`config.mk`:
```
export PLATFORM = sky130hd
export DESIGN_NAME = pack_power_mode_control
export DESIGN_NICKNAME = d
export VERILOG_FILES = /design/src/rtl/pack_power_mode_control.v /design/src/rtl/sec_timer.v
export VERILOG_INCLUDE_DIRS = /design/src /design/src/rtl
export SDC_FILE = /design/constraint.sdc
export NUM_CORES = 1
export LEC_CHECK = 0
export ABC_AREA = 0
export BUFFER_PORTS_ARGS = -buffer_cell sky130_fd_sc_hd__buf_2
export CAP_MARGIN = 40
export CORE_UTILIZATION = 45
export CTS_CLUSTER_SIZE = 10
export DETAILED_ROUTE_END_ITERATION = 8
export PLACE_DENSITY = 0.66
export SLEW_MARGIN = 25
export SYNTH_ARGS = -nofsm -noshare
export SYNTH_HDL_FRONTEND = slang
export SYNTH_SLANG_ARGS = --single-unit
```
`constraint.sdc`:
```
create_clock -name i_clk -period 3 [get_ports i_clk]
set_input_delay 0 -clock i_clk [delete_from_list [all_inputs] [get_ports i_clk]]
set_output_delay 0 -clock i_clk [all_outputs]
set_load 0.01 [all_outputs]
```
`src/rtl/pack_power_mode_control_regs.vh`:
```
/*
  register map, field positions, reset values and timing counts for the
  pack power-mode supervisor.
  assumes a 32-bit apb slave with one aligned word per register.
*/
`ifndef PACK_POWER_MODE_CONTROL_REGS_VH
`define PACK_POWER_MODE_CONTROL_REGS_VH

// byte offsets
`define PPM_OFS_CTRL 12'h000
`define PPM_OFS_FLASH_GUARD_MV 12'h004
`define PPM_OFS_CUTOFF_MV 12'h008
`define PPM_OFS_CUTOFF_HOLD_S 12'h00C
`define PPM_OFS_CHARGER_MV 12'h010
`define PPM_OFS_IDLE_MA 12'h014
`define PPM_OFS_CAL_TEMP_LO 12'h018
`define PPM_OFS_CAL_TEMP_HI 12'h01C
`define PPM_OFS_BUS_IDLE_S 12'h020
`define PPM_OFS_SAMPLE_S 12'h024
`define PPM_OFS_STATUS 12'h028
`define PPM_OFS_TRIM 12'h02C

// control bits
`define PPM_CTRL_SLEEP_EN 0
`define PPM_CTRL_FACTORY_SD 1

// status bits
`define PPM_ST_CHARGER 0
`define PPM_ST_FLASH_OK 1
`define PPM_ST_SHUTDOWN 2
`define PPM_ST_ASLEEP 3
`define PPM_ST_HOLD_RUN 4
`define PPM_ST_CAL_BUSY 5

// reset values
`define PPM_RST_FLASH_GUARD_MV 16'h1D4C
`define PPM_RST_CUTOFF_MV 16'h1770
`define PPM_RST_CUTOFF_HOLD_S 16'h000A
`define PPM_RST_CHARGER_MV 16'h0DAC
`define PPM_RST_IDLE_MA 16'h000A
`define PPM_RST_CAL_TEMP_LO 16'h0032
`define PPM_RST_CAL_TEMP_HI 16'h01C2
`define PPM_RST_BUS_IDLE_S 16'h0005
`define PPM_RST_SAMPLE_S 16'h0014

// timing
`define PPM_CLK_HZ 10000000
`define PPM_SECOND_US 1000000
`define PPM_CAL_CYCLES 16

`endif

```
`src/rtl/pack_power_mode_control.v`:
```
/*
  power-mode supervisor of a pack gauge: flash write guard, undervoltage
  shutdown with hold timer, offset calibration and sleep with periodic wake.
  assumes measurements arrive with a one-cycle update strobe, all inputs are
  synchronous to i_clk, and the register bus is apb with 32-bit data.
*/
`timescale 1ns/1ps
`include "pack_power_mode_control_regs.vh"
module pack_power_mode_control #(
  parameter TICK_CYCLES = `PPM_CLK_HZ / 1000000 * `PPM_SECOND_US,
  parameter CAL_CYCLES = `PPM_CAL_CYCLES
) (
  // clock, reset, enable
  input wire i_clk,
  input wire i_srst,
  input wire i_ce,
  // apb slave
  input wire i_psel,
  input wire i_penable,
  input wire i_pwrite,
  input wire [11:0] i_paddr,
  input wire [31:0] i_pwdata,
  output wire o_pready,
  output reg [31:0] o_prdata,
  output wire o_pslverr,
  // measurements, signed
  input wire i_meas_update,
  input wire signed [15:0] i_batt_mv,
  input wire signed [15:0] i_pack_mv,
  input wire signed [15:0] i_current_ma,
  input wire signed [15:0] i_temp_dc,
  input wire signed [15:0] i_trim_in,
  // management bus lines and wake
  input wire i_bus_clk,
  input wire i_bus_data,
  input wire i_wake,
  // flash write request
  input wire i_flash_wr_req,
  output wire o_flash_wr_en,
  // power mode outputs
  output reg o_shutdown,
  output reg o_asleep,
  output reg o_cal_busy,
  output reg o_charger,
  output reg [15:0] o_counter_offset_trim
);
  // states
  // binary codes; the default branch sends anything else back to run
  localparam ST_RUN = 3'd0;
  localparam ST_CAL = 3'd1;
  localparam ST_SLEEP = 3'd2;
  localparam ST_WAKE = 3'd3;
  localparam ST_SHUT = 3'd4;

  // configuration registers
  reg [1:0] ctrl; // sleep enable, factory shutdown request
  reg [15:0] flash_guard_mv;
  reg [15:0] cutoff_mv;
  reg [15:0] cutoff_hold_s;
  reg [15:0] charger_mv;
  reg [15:0] idle_ma;
  reg [15:0] cal_temp_lo;
  reg [15:0] cal_temp_hi;
  reg [15:0] bus_idle_s;
  reg [15:0] sample_s;

  // latched measurements
  reg signed [15:0] batt_mv;
  reg signed [15:0] pack_mv;
  reg signed [15:0] current_ma;
  reg signed [15:0] temp_dc;

  reg [2:0] state;
  reg [2:0] next_state;
  reg [31:0] tick_div; // divides the clock into one-second ticks
  reg tick;
  reg [7:0] cal_cnt;
  reg sd_cond; // all three shutdown conditions, per update
  reg idle_cond; // calibration conditions, per update
  wire [15:0] hold_cnt;
  wire [15:0] bus_cnt;
  wire [15:0] sample_cnt;

  // apb: zero wait states, unmapped reads as zero and errors
  wire apb_acc = i_psel && i_penable;
  wire apb_wr = apb_acc && i_pwrite;
  reg addr_hit;
  reg [31:0] rd_word; // decoded read word, taken into o_prdata at setup
  assign o_pready = 1'b1;
  assign o_pslverr = apb_acc && !addr_hit;

  // one-second time base
  // the divider runs free, so the first second of any timer may be short
  always @(posedge i_clk) begin
    if (i_srst) begin
      tick_div <= 32'h00000000;
      tick <= 1'b0;
    end else if (i_ce) begin
      tick <= 1'b0;
      if (tick_div >= TICK_CYCLES - 1) begin
        tick_div <= 32'h00000000;
        tick <= 1'b1;
      end else begin
        tick_div <= tick_div + 32'h00000001;
      end
    end
  end

  // register writes; factory shutdown bit self-clears after one cycle
  always @(posedge i_clk) begin
    if (i_srst) begin
      ctrl <= 2'b00;
      flash_guard_mv <= `PPM_RST_FLASH_GUARD_MV;
      cutoff_mv <= `PPM_RST_CUTOFF_MV;
      cutoff_hold_s <= `PPM_RST_CUTOFF_HOLD_S;
      charger_mv <= `PPM_RST_CHARGER_MV;
      idle_ma <= `PPM_RST_IDLE_MA;
      cal_temp_lo <= `PPM_RST_CAL_TEMP_LO;
      cal_temp_hi <= `PPM_RST_CAL_TEMP_HI;
      bus_idle_s <= `PPM_RST_BUS_IDLE_S;
      sample_s <= `PPM_RST_SAMPLE_S;
    end else if (i_ce) begin
      ctrl[`PPM_CTRL_FACTORY_SD] <= 1'b0;
      if (apb_wr) begin
        case (i_paddr)
          `PPM_OFS_CTRL: ctrl <= i_pwdata[1:0];
          `PPM_OFS_FLASH_GUARD_MV: flash_guard_mv <= i_pwdata[15:0];
          `PPM_OFS_CUTOFF_MV: cutoff_mv <= i_pwdata[15:0];
          `PPM_OFS_CUTOFF_HOLD_S: cutoff_hold_s <= i_pwdata[15:0];
          `PPM_OFS_CHARGER_MV: charger_mv <= i_pwdata[15:0];
          `PPM_OFS_IDLE_MA: idle_ma <= i_pwdata[15:0];
          `PPM_OFS_CAL_TEMP_LO: cal_temp_lo <= i_pwdata[15:0];
          `PPM_OFS_CAL_TEMP_HI: cal_temp_hi <= i_pwdata[15:0];
          `PPM_OFS_BUS_IDLE_S: bus_idle_s <= i_pwdata[15:0];
          `PPM_OFS_SAMPLE_S: sample_s <= i_pwdata[15:0];
          default: ctrl <= ctrl; // read-only or unmapped
        endcase
      end
    end
  end

  // read mux, combinational decode of the word the bus will see
  always @* begin
    addr_hit = 1'b1;
    case (i_paddr)
      `PPM_OFS_CTRL: rd_word = {30'h0000000, ctrl};
      `PPM_OFS_FLASH_GUARD_MV: rd_word = {16'h0000, flash_guard_mv};
      `PPM_OFS_CUTOFF_MV: rd_word = {16'h0000, cutoff_mv};
      `PPM_OFS_CUTOFF_HOLD_S: rd_word = {16'h0000, cutoff_hold_s};
      `PPM_OFS_CHARGER_MV: rd_word = {16'h0000, charger_mv};
      `PPM_OFS_IDLE_MA: rd_word = {16'h0000, idle_ma};
      `PPM_OFS_CAL_TEMP_LO: rd_word = {16'h0000, cal_temp_lo};
      `PPM_OFS_CAL_TEMP_HI: rd_word = {16'h0000, cal_temp_hi};
      `PPM_OFS_BUS_IDLE_S: rd_word = {16'h0000, bus_idle_s};
      `PPM_OFS_SAMPLE_S: rd_word = {16'h0000, sample_s};
      `PPM_OFS_STATUS: rd_word = {26'h000000, o_cal_busy, (hold_cnt != 16'h0000) || sd_cond,
                                  o_asleep, o_shutdown, o_flash_wr_en, o_charger};
      `PPM_OFS_TRIM: rd_word = {16'h0000, o_counter_offset_trim};
      default: begin
        rd_word = 32'h00000000;
        addr_hit = 1'b0;
      end
    endcase
  end

  // read data is taken into a flop in the setup phase, so it stands
  // unchanged through the whole access phase with no wait state;
  // the price is that status bits are one cycle old when sampled
  always @(posedge i_clk) begin
    if (i_srst) begin
      o_prdata <= 32'h00000000;
    end else if (i_ce && i_psel && !i_penable) begin
      o_prdata <= rd_word;
    end
  end

  // latch measurements and evaluate conditions on each update
  always @(posedge i_clk) begin
    if (i_srst) begin
      batt_mv <= 16'h0000;
      pack_mv <= 16'h0000;
      current_ma <= 16'h0000;
      temp_dc <= 16'h0000;
      o_charger <= 1'b0;
      sd_cond <= 1'b0;
      idle_cond <= 1'b0;
    end else if (i_ce && i_meas_update) begin
      batt_mv <= i_batt_mv;
      pack_mv <= i_pack_mv;
      current_ma <= i_current_ma;
      temp_dc <= i_temp_dc;
      o_charger <= i_pack_mv >= $signed(charger_mv);
      // low voltage, discharging, no charger
      sd_cond <= (i_batt_mv < $signed(cutoff_mv)) && (i_current_ma < 16'sh0000)
                 && (i_pack_mv < $signed(charger_mv));
      // current inside +/- band, temperature inside window
      idle_cond <= (i_current_ma < $signed(idle_ma)) && (i_current_ma > -$signed(idle_ma))
                   && (i_temp_dc > $signed(cal_temp_lo))
                   && (i_temp_dc < $signed(cal_temp_hi));
    end
  end

  // flash guard: charger detection bypasses the voltage check
  assign o_flash_wr_en = i_flash_wr_req
                         && (o_charger || batt_mv >= $signed(flash_guard_mv));

  // bus lines both low counts idle seconds; any activity restarts
  // the count saturates, so a bus parked low for hours still reads idle
  wire bus_low = !i_bus_clk && !i_bus_data;
  sec_timer #(.WIDTH(16)) u_bus_timer (
    .i_clk(i_clk),
    .i_srst(i_srst),
    .i_ce(i_ce),
    .i_clear(1'b0),
    .i_run(bus_low),
    .i_tick(tick),
    .o_count(bus_cnt)
  );
  wire bus_idle = bus_cnt > bus_idle_s;

  // hold timer runs only while all conditions hold, cleared while shut down
  // a charger clears it too, so unplugging always restarts the hold count from zero
  wire hold_clear = (state == ST_SHUT) || o_charger;
  sec_timer #(.WIDTH(16)) u_hold_timer (
    .i_clk(i_clk),
    .i_srst(i_srst),
    .i_ce(i_ce),
    .i_clear(hold_clear),
    .i_run(sd_cond),
    .i_tick(tick),
    .o_count(hold_cnt)
  );
  // expiry only counts if the conditions are true right now too
  wire hold_done = sd_cond && (hold_cnt >= cutoff_hold_s);

  // sample period counter while asleep
  sec_timer #(.WIDTH(16)) u_sample_timer (
    .i_clk(i_clk),
    .i_srst(i_srst),
    .i_ce(i_ce),
    .i_clear(state != ST_SLEEP),
    .i_run(1'b1),
    .i_tick(tick),
    .o_count(sample_cnt)
  );

  // shutdown request: undervoltage or factory command, refused with charger
  wire sd_req = (hold_done || ctrl[`PPM_CTRL_FACTORY_SD]) && !o_charger;
  wire cal_go = idle_cond && bus_idle;

  // next-state logic
  always @* begin
    next_state = state;
    case (state)
      ST_RUN: begin
        if (sd_req) begin
          next_state = ST_SHUT;
        end else if (cal_go) begin
          next_state = ST_CAL;
        end
      end
      ST_CAL: begin
        // sleep only if enabled; otherwise stay awake after calibrating
        // cal_cnt is 8 bits wide, so CAL_CYCLES must stay at or below 256
        if (cal_cnt >= CAL_CYCLES - 1) begin
          if (ctrl[`PPM_CTRL_SLEEP_EN] && cal_go) begin
            next_state = ST_SLEEP;
          end else begin
            next_state = ST_RUN;
          end
        end
      end
      ST_SLEEP: begin
        if (sd_req) begin
          next_state = ST_SHUT;
        end else if (sample_cnt >= sample_s) begin
          next_state = ST_WAKE;
        end
      end
      ST_WAKE: begin
        // wait for the fresh current sample, then decide
        // a shutdown request is seen again once back in run or sleep
        if (i_meas_update) begin
          if ((i_current_ma < $signed(idle_ma)) && (i_current_ma > -$signed(idle_ma))) begin
            next_state = ST_SLEEP;
          end else begin
            next_state = ST_RUN;
          end
        end
      end
      ST_SHUT: begin
        // the protector drops our supply; a wake input models its return
        if (i_wake) begin
          next_state = ST_RUN;
        end
      end
      default: next_state = ST_RUN;
    endcase
  end

  // state, calibration counter, outputs
  always @(posedge i_clk) begin
    if (i_srst) begin
      state <= ST_RUN;
      cal_cnt <= 8'h00;
      o_shutdown <= 1'b0;
      o_asleep <= 1'b0;
      o_cal_busy <= 1'b0;
      o_counter_offset_trim <= 16'h0000;
    end else if (i_ce) begin
      state <= next_state;
      o_shutdown <= next_state == ST_SHUT;
      o_asleep <= next_state == ST_SLEEP;
      o_cal_busy <= next_state == ST_CAL;
      if (state == ST_CAL) begin
        cal_cnt <= cal_cnt + 8'h01;
      end else begin
        cal_cnt <= 8'h00;
      end
      // the trim is captured at the end of calibration
      if (state == ST_CAL && cal_cnt >= CAL_CYCLES - 1) begin
        o_counter_offset_trim <= i_trim_in;
      end
    end
  end
endmodule // pack_power_mode_control

```
`src/rtl/sec_timer.v`:
```
/*
  seconds counter: counts whole seconds while enabled, clears on restart.
  assumes i_tick is a one-cycle pulse once per second.
*/
`timescale 1ns/1ps
module sec_timer #(
  parameter WIDTH = 16
) (
  // clock and control
  input wire i_clk,
  input wire i_srst,
  input wire i_ce,
  input wire i_clear,
  input wire i_run,
  input wire i_tick,
  // count
  output reg [WIDTH-1:0] o_count
);
  // saturates rather than wraps, so a long wait never looks short
  always @(posedge i_clk) begin
    if (i_srst) begin
      o_count <= {WIDTH{1'b0}};
    end else if (i_ce) begin
      if (i_clear || !i_run) begin
        o_count <= {WIDTH{1'b0}};
      end else if (i_tick && o_count != {WIDTH{1'b1}}) begin
        o_count <= o_count + {{(WIDTH-1){1'b0}}, 1'b1};
      end
    end
  end
endmodule // sec_timer

```
# Word-level counts from Yosys, hierarchy flattened
# Index checks and enable logic that the tools add are counted.
# totals
in_bits	135
output_inout_bits	55
reg_bits	308
# op_classes
n_eq_ne	24
n_bitwise	1
n_addsub	6
mux	23
n_reduce_logical	54
order_cmp	14
# ops
op	count
case mux 16 bit (12 select lines)	1
2-to-1 mux 16 bit	6
greater-or-equal comparator 16 bit	4
less-than comparator 16 bit	4
adder 16 x 1 -> 16 bit, second input constant	3
== test 12 x 5 -> 1 bit, second input constant	4
== test 12 x 6 -> 1 bit, second input constant	4
greater-than comparator 16 bit	3
inequality test 16 bit, second input constant	3
adder 32 x 1 -> 32 bit, second input constant	1
greater-or-equal comparator 32 x 24 -> 1 bit, second input constant	1
2-to-1 mux 32 bit	1
AND reduction 3 bit	9
== test 12 x 4 -> 1 bit, second input constant	2
logical AND 1 bit	21
2-to-1 mux 3 bit	7
less-than comparator 16 x 1 -> 1 bit, second input constant	1
negation 16 bit	1
nonzero test 16 bit	1
case mux 3 bit (5 select lines)	1
== test 12 x 3 -> 1 bit, second input constant	1
logical NOT 12 bit	1
OR reduction 12 bit	1
AND reduction 2 bit	5
other kinds (18)	36

# Logic depth before layout (Yosys ltp)
# depth
depth_word	7
ltp_mapped	15
depth_no_buf	14

# By module
# From an unflattened synthesis, not the netlist that was laid out.
# hier_totals
cells_unflattened	2175
hier_area_um2	17280.3
# modules_own_cells
module	n_inst	cells_per_inst	area_each_um2
pack_power_mode_control	1	1851	14525.2
sec_timer	3	108	918.4

# Worst setup path before layout
# OpenSTA, ideal clock, no wires.
# synth_path
kind	reg2reg
startpoint	reg idle_ma[2]
endpoint	reg o_asleep
t_required_ps	2861
setup_time_ps	139
synth_period_minus_slack_ps	3178
path_stages_with_launch	16
arrival_ps	3038
slack_ps	-178
cell_sequence	dfxtp_1 > clkbuf_1 > nor3_1 > nand3_1 > nor2_1 > nand2_1 > nor4_1 > xnor2_1 > ha_1 > nand4_1 > o31ai_1 > or4_1 > a211oi_1 > a211oi_1 > a211oi_1 > o32ai_1
# synth_between
elab_chain_len	7
# synth_rtl
item	line	text
start, declared	pack_power_mode_control.v:61	reg [15:0] idle_ma;
start signal, assigned	pack_power_mode_control.v:117	idle_ma <= `PPM_RST_IDLE_MA;
start signal, assigned	pack_power_mode_control.v:131	`PPM_OFS_IDLE_MA: idle_ma <= i_pwdata[15:0];
negation 16 bit	pack_power_mode_control.v:284	if ((i_current_ma < $signed(idle_ma)) && (i_current_ma > -$signed(idle_ma))) begin
greater-than comparator 16 bit	pack_power_mode_control.v:284	
logical AND 1 bit (*)	pack_power_mode_control.v:284	
2-to-1 mux 2 bit (*)	pack_power_mode_control.v:284	
2-to-1 mux 3 bit (*)	pack_power_mode_control.v:283	if (i_meas_update) begin
case mux 3 bit (5 select lines) (*)	pack_power_mode_control.v:254	case (state)
== test 3 x 2 -> 1 bit (*)	pack_power_mode_control.v:313	o_asleep <= next_state == ST_SLEEP;
end signal, assigned	pack_power_mode_control.v:307	o_asleep <= 1'b0;
end signal, assigned	pack_power_mode_control.v:313	
end, declared	pack_power_mode_control.v:42	output reg o_asleep,
# Every way passes the cells marked *; elsewhere a longest branch is shown, timed or not.
# A chain may end at the register's enable or synchronous reset.

# Final worst setup path
# layout_path
startpoint	reg idle_ma[2]
endpoint	reg state[1]
# layout_between
elab_chain_len	6
# layout_rtl
item	line	text
negation 16 bit	pack_power_mode_control.v:284	
greater-than comparator 16 bit	pack_power_mode_control.v:284	
logical AND 1 bit (*)	pack_power_mode_control.v:284	
2-to-1 mux 2 bit (*)	pack_power_mode_control.v:284	
2-to-1 mux 3 bit (*)	pack_power_mode_control.v:283	
case mux 3 bit (5 select lines) (*)	pack_power_mode_control.v:254	
end signal, assigned	pack_power_mode_control.v:311	state <= next_state;
end, declared	pack_power_mode_control.v:73	reg [2:0] state;
# Marked as above.

==> qor.yml <==
clock_network:
  numClockSinks: 292
  cts_tree: "built"
  cts_root_buffer: "clkbuf_16"
  clk_latency_ns: 0.52
  cts_buffers: 36
  path_clk_slew_ns: 0.06
  htree_levels: 2
  clockBufferDepth: 3
worst_setup_path:
  critical-path-max-stage-delay_ns: 0.50
  criticalPathCategory: "reg2reg"
  critPathTopFamily: "simple AND/OR/NAND/NOR gates"
  startpoint_type: "register"
  critPathArrivalTime_ns: 3.63
  crit_chain: "nor4_2 -> nand3_1 -> nor2_1 -> xnor2_1 -> ha_1 -> nand4_1 -> o31ai_1 -> or4_1 -> a211oi_2 -> a211oi_1 -> buf_4 -> a211oi_4 -> a211oi_2"
  crit_top_cell: "a211oi_2"
  crit_path_end_kind: "register"
  crit_fanout: 4
  critPathSlowestCell: "or4_1"
  cp.buffers_inverters: 1
  worstPathRequired_ns: 3.39
  rrSetupSlack_ns: -0.24
yosys:
  ys_ff_latch: 292
  synth-edff-count: 0
  synth_area_per_cell_um2: 7.93
  syn_inst: 2121
  synthFlopType: "dfxtp_1"
  yosysWarningCount: 0
  ys_types: 81
  synthesis.area_um2: 16800
  seq_area_frac_synth_pct: 34.8
  synthArstFlopShare_pct: 0
cells_and_area:
  synthToLayoutAreaGrowth_pct: 19.8
  drive_gt1_share_pct: 13.6
  finalNetCount: 2649
  stdcell_count: 2831
  fin_util_pct: 54.9
  final_common_cell: "nand2_1"
  design_area_um2: 20100
  nFillCells: 3405
  final_cell_mix: "nand2_1 (409), dfxtp_1 (291), a21oi_1 (190), inv_1 (173), ha_1 (164)"
place:
  placed_cells: 2704
  post-place-ws_ns: -0.416
  gp_congestion: 0.950
  dpl_cell_area_um2: 18200
  port_buffers: 156
  post-dp-hpwl_um: 42900
sta:
  hold_viol: 0
  finalCritPeriodShare_pct: 108
  relSlewSlack_pct: 32.7
  slew_viol_final: 0
  finalCriticalPeriod_ns: 3.24
  rsz0062_at_grt: "true"
  clock_skew_ns: 0.0159
  setup_viol: 4
  worstMarginPinSlew_ns: 1.01
  worst_slack_ns: -0.242
  fmax_ghz: 0.308
global_route:
  grt_max_degree: 79
  antenna_found_initial: 1
  grt_pass1_vias: 15600
  grt_pass1_wl_um: 87600
  overflow: 0
  track_usage_pct: 29.4
power_and_ir_drop:
  intPower_mw: 6.49
  leakage_nw: 7.95
  comb_power_share_pct: 7.3
  seq_power_share_pct: 45.9
  p_sw_mw: 2.04
  powerDensity_nw_per_um2: 423
  sw_frac_of_total_pct: 23.9
  ir_drop_uv: 322
  finalPower_mw: 8.52
  p_clk_share_pct: 46.8
run_status:
  violations: "negative setup slack"
  status: "complete, but fails checks"
die:
  start_util_pct: 45.8
  dieArea_um2: 38200
  row_count: 70
  die_h_um: 195
  pin_count: 190
  die_w_um: 195
  core_um2: 36700
drt:
  dr.pass1.iters: 6
  drtIter0Drc: 1622
  via_per_inst: 5.83
  wl_per_cell_um: 20.1
  wl_um: 56900
  drc_errors: 0
  antenna_left: 0
  vias: 16500
flow_run:
  maxCapViolCount: 0
hold_path:
  min_path_type: "in2reg"
-- metrics by stage --
stage,setup TNS [ns],hold slack (ns)
2_1_floorplan,0,0.0934
3_3_place_gp,-0.743,0.237
3_5_place_dp,-1.41,0.246
4_1_cts,-1.02,0.000522
5_1_grt,-1.62,0.0419
6_report,-0.928,0.0103
-- worst reg2reg max path: cells and delay by family, from the launching register on --
kind            cells  cell delay (ns)
fa+ha+maj           1             0.28
buf+inv             1             0.19
flops               1             0.37
compound gates      5             0.71
xor+xnor            1             0.15
simple gates        5             1.41
-- timing repair --
action / 4_1_cts / 5_1_grt
pin swaps: 13 / 6
hold buffers: 69 / 0
endpoints found under the hold margin: 195 / 0
buffers inserted: 5 / 1
endpoints found under the setup margin: 4 / 5
gates resized for setup: 12 / 10
-- synthesized netlist by cell type (17+ instances only) --
master	instances	area share, %
nand2_1	410	9.1
dfxtp_1	292	35
a21oi_1	191	5.7
inv_1	173	3.9
ha_1	164	12
nor2_1	151	3.4
clkbuf_1	84	1.9
nand4_1	48	1.8
o21ai_0	45	1.3
o211ai_1	43	1.9
nand3_1	42	1.2
xor2_1	41	2.1
xnor2_1	36	1.9
nor3_1	28	0.83
a221oi_1	22	1.1
a222oi_1	22	1.3
buf_4	21	0.94
nor4_1	21	0.78
a21o_1	19	0.85
a22oi_1	18	0.80
and4_1	18	0.94
mux2i_1	17	1.0
or3_1	17	0.63
-- registers in the layout, indices dropped and copies added, names as in the netlist, 2 cells and up --
register                cells
ctrl                        2
u_hold_timer.o_count       16
charger_mv                 16
o_prdata                   16
bus_idle_s                 16
u_sample_timer.o_count     16
cal_temp_lo                16
state                       3
idle_ma                    16
cal_temp_hi                16
o_counter_offset_trim      16
flash_guard_mv             16
sample_s                   16
tick_div                   32
cutoff_hold_s              16
cal_cnt                     8
cutoff_mv                  16
u_bus_timer.o_count        16
batt_mv                    16
-- kinds of logic after synthesis --
kind of cell,share of synthesized area [%]
mux,1.08
other cells,0.0446
flops,34.8
simple gates,22.6
buf+inv,7.26
compound gates,18.0
xor+xnor,4.01
fa+ha+maj,12.2
-- final timing paths --
check | endpoint | depth (start not counted) | start
max | state[1]$_SDFFE_PP0P_ | 13 | idle_ma[2]$_SDFFE_PP0P_
max reg2reg | state[1]$_SDFFE_PP0P_ | 13 | idle_ma[2]$_SDFFE_PP0P_
min | o_asleep$_SDFFE_PP0P_ | 5 | i_wake
min reg2reg | flash_guard_mv[1]$_SDFFE_PP0P_ | 2 | flash_guard_mv[1]$_SDFFE_PP0P_
-- cell type report --
type | instances | area (um2) | area share (%)
Multi-Input combinational cell | 1551 | 9970 | 49.5
Antenna cell | 1 | 2.50 | 0.0124
Timing Repair Buffer | 296 | 2060 | 10.2
Clock inverter | 4 | 52.6 | 0.261
Sequential cell | 292 | 5850 | 29.0
Tap cell | 468 | 586 | 2.91
Inverter | 173 | 649 | 3.22
Clock buffer | 46 | 980 | 4.86
-- power by group through the flow --
stage / sequential [mW] / combinational (mW) / clock [mW]
2_1_floorplan: 3.99 / 0.312 / 0
3_3_place_gp: 4.00 / 0.519 / 0
3_5_place_dp: 4.00 / 0.537 / 0
4_1_cts: 3.92 / 0.604 / 4.03
5_1_grt: 3.92 / 0.672 / 4.17
6_report: 3.92 / 0.619 / 3.99
-- per-layer routing --
layer	vias to the layer above	track usage (%)	routed length, um
met5	-	0	0
met4	0	10.5	2080
met3	137	5.35	5440
li1	7873	-	-
met1	7750	40.0	24300
met2	757	46.5	25000
No activity file was read; power rests on OpenSTA's default activity.
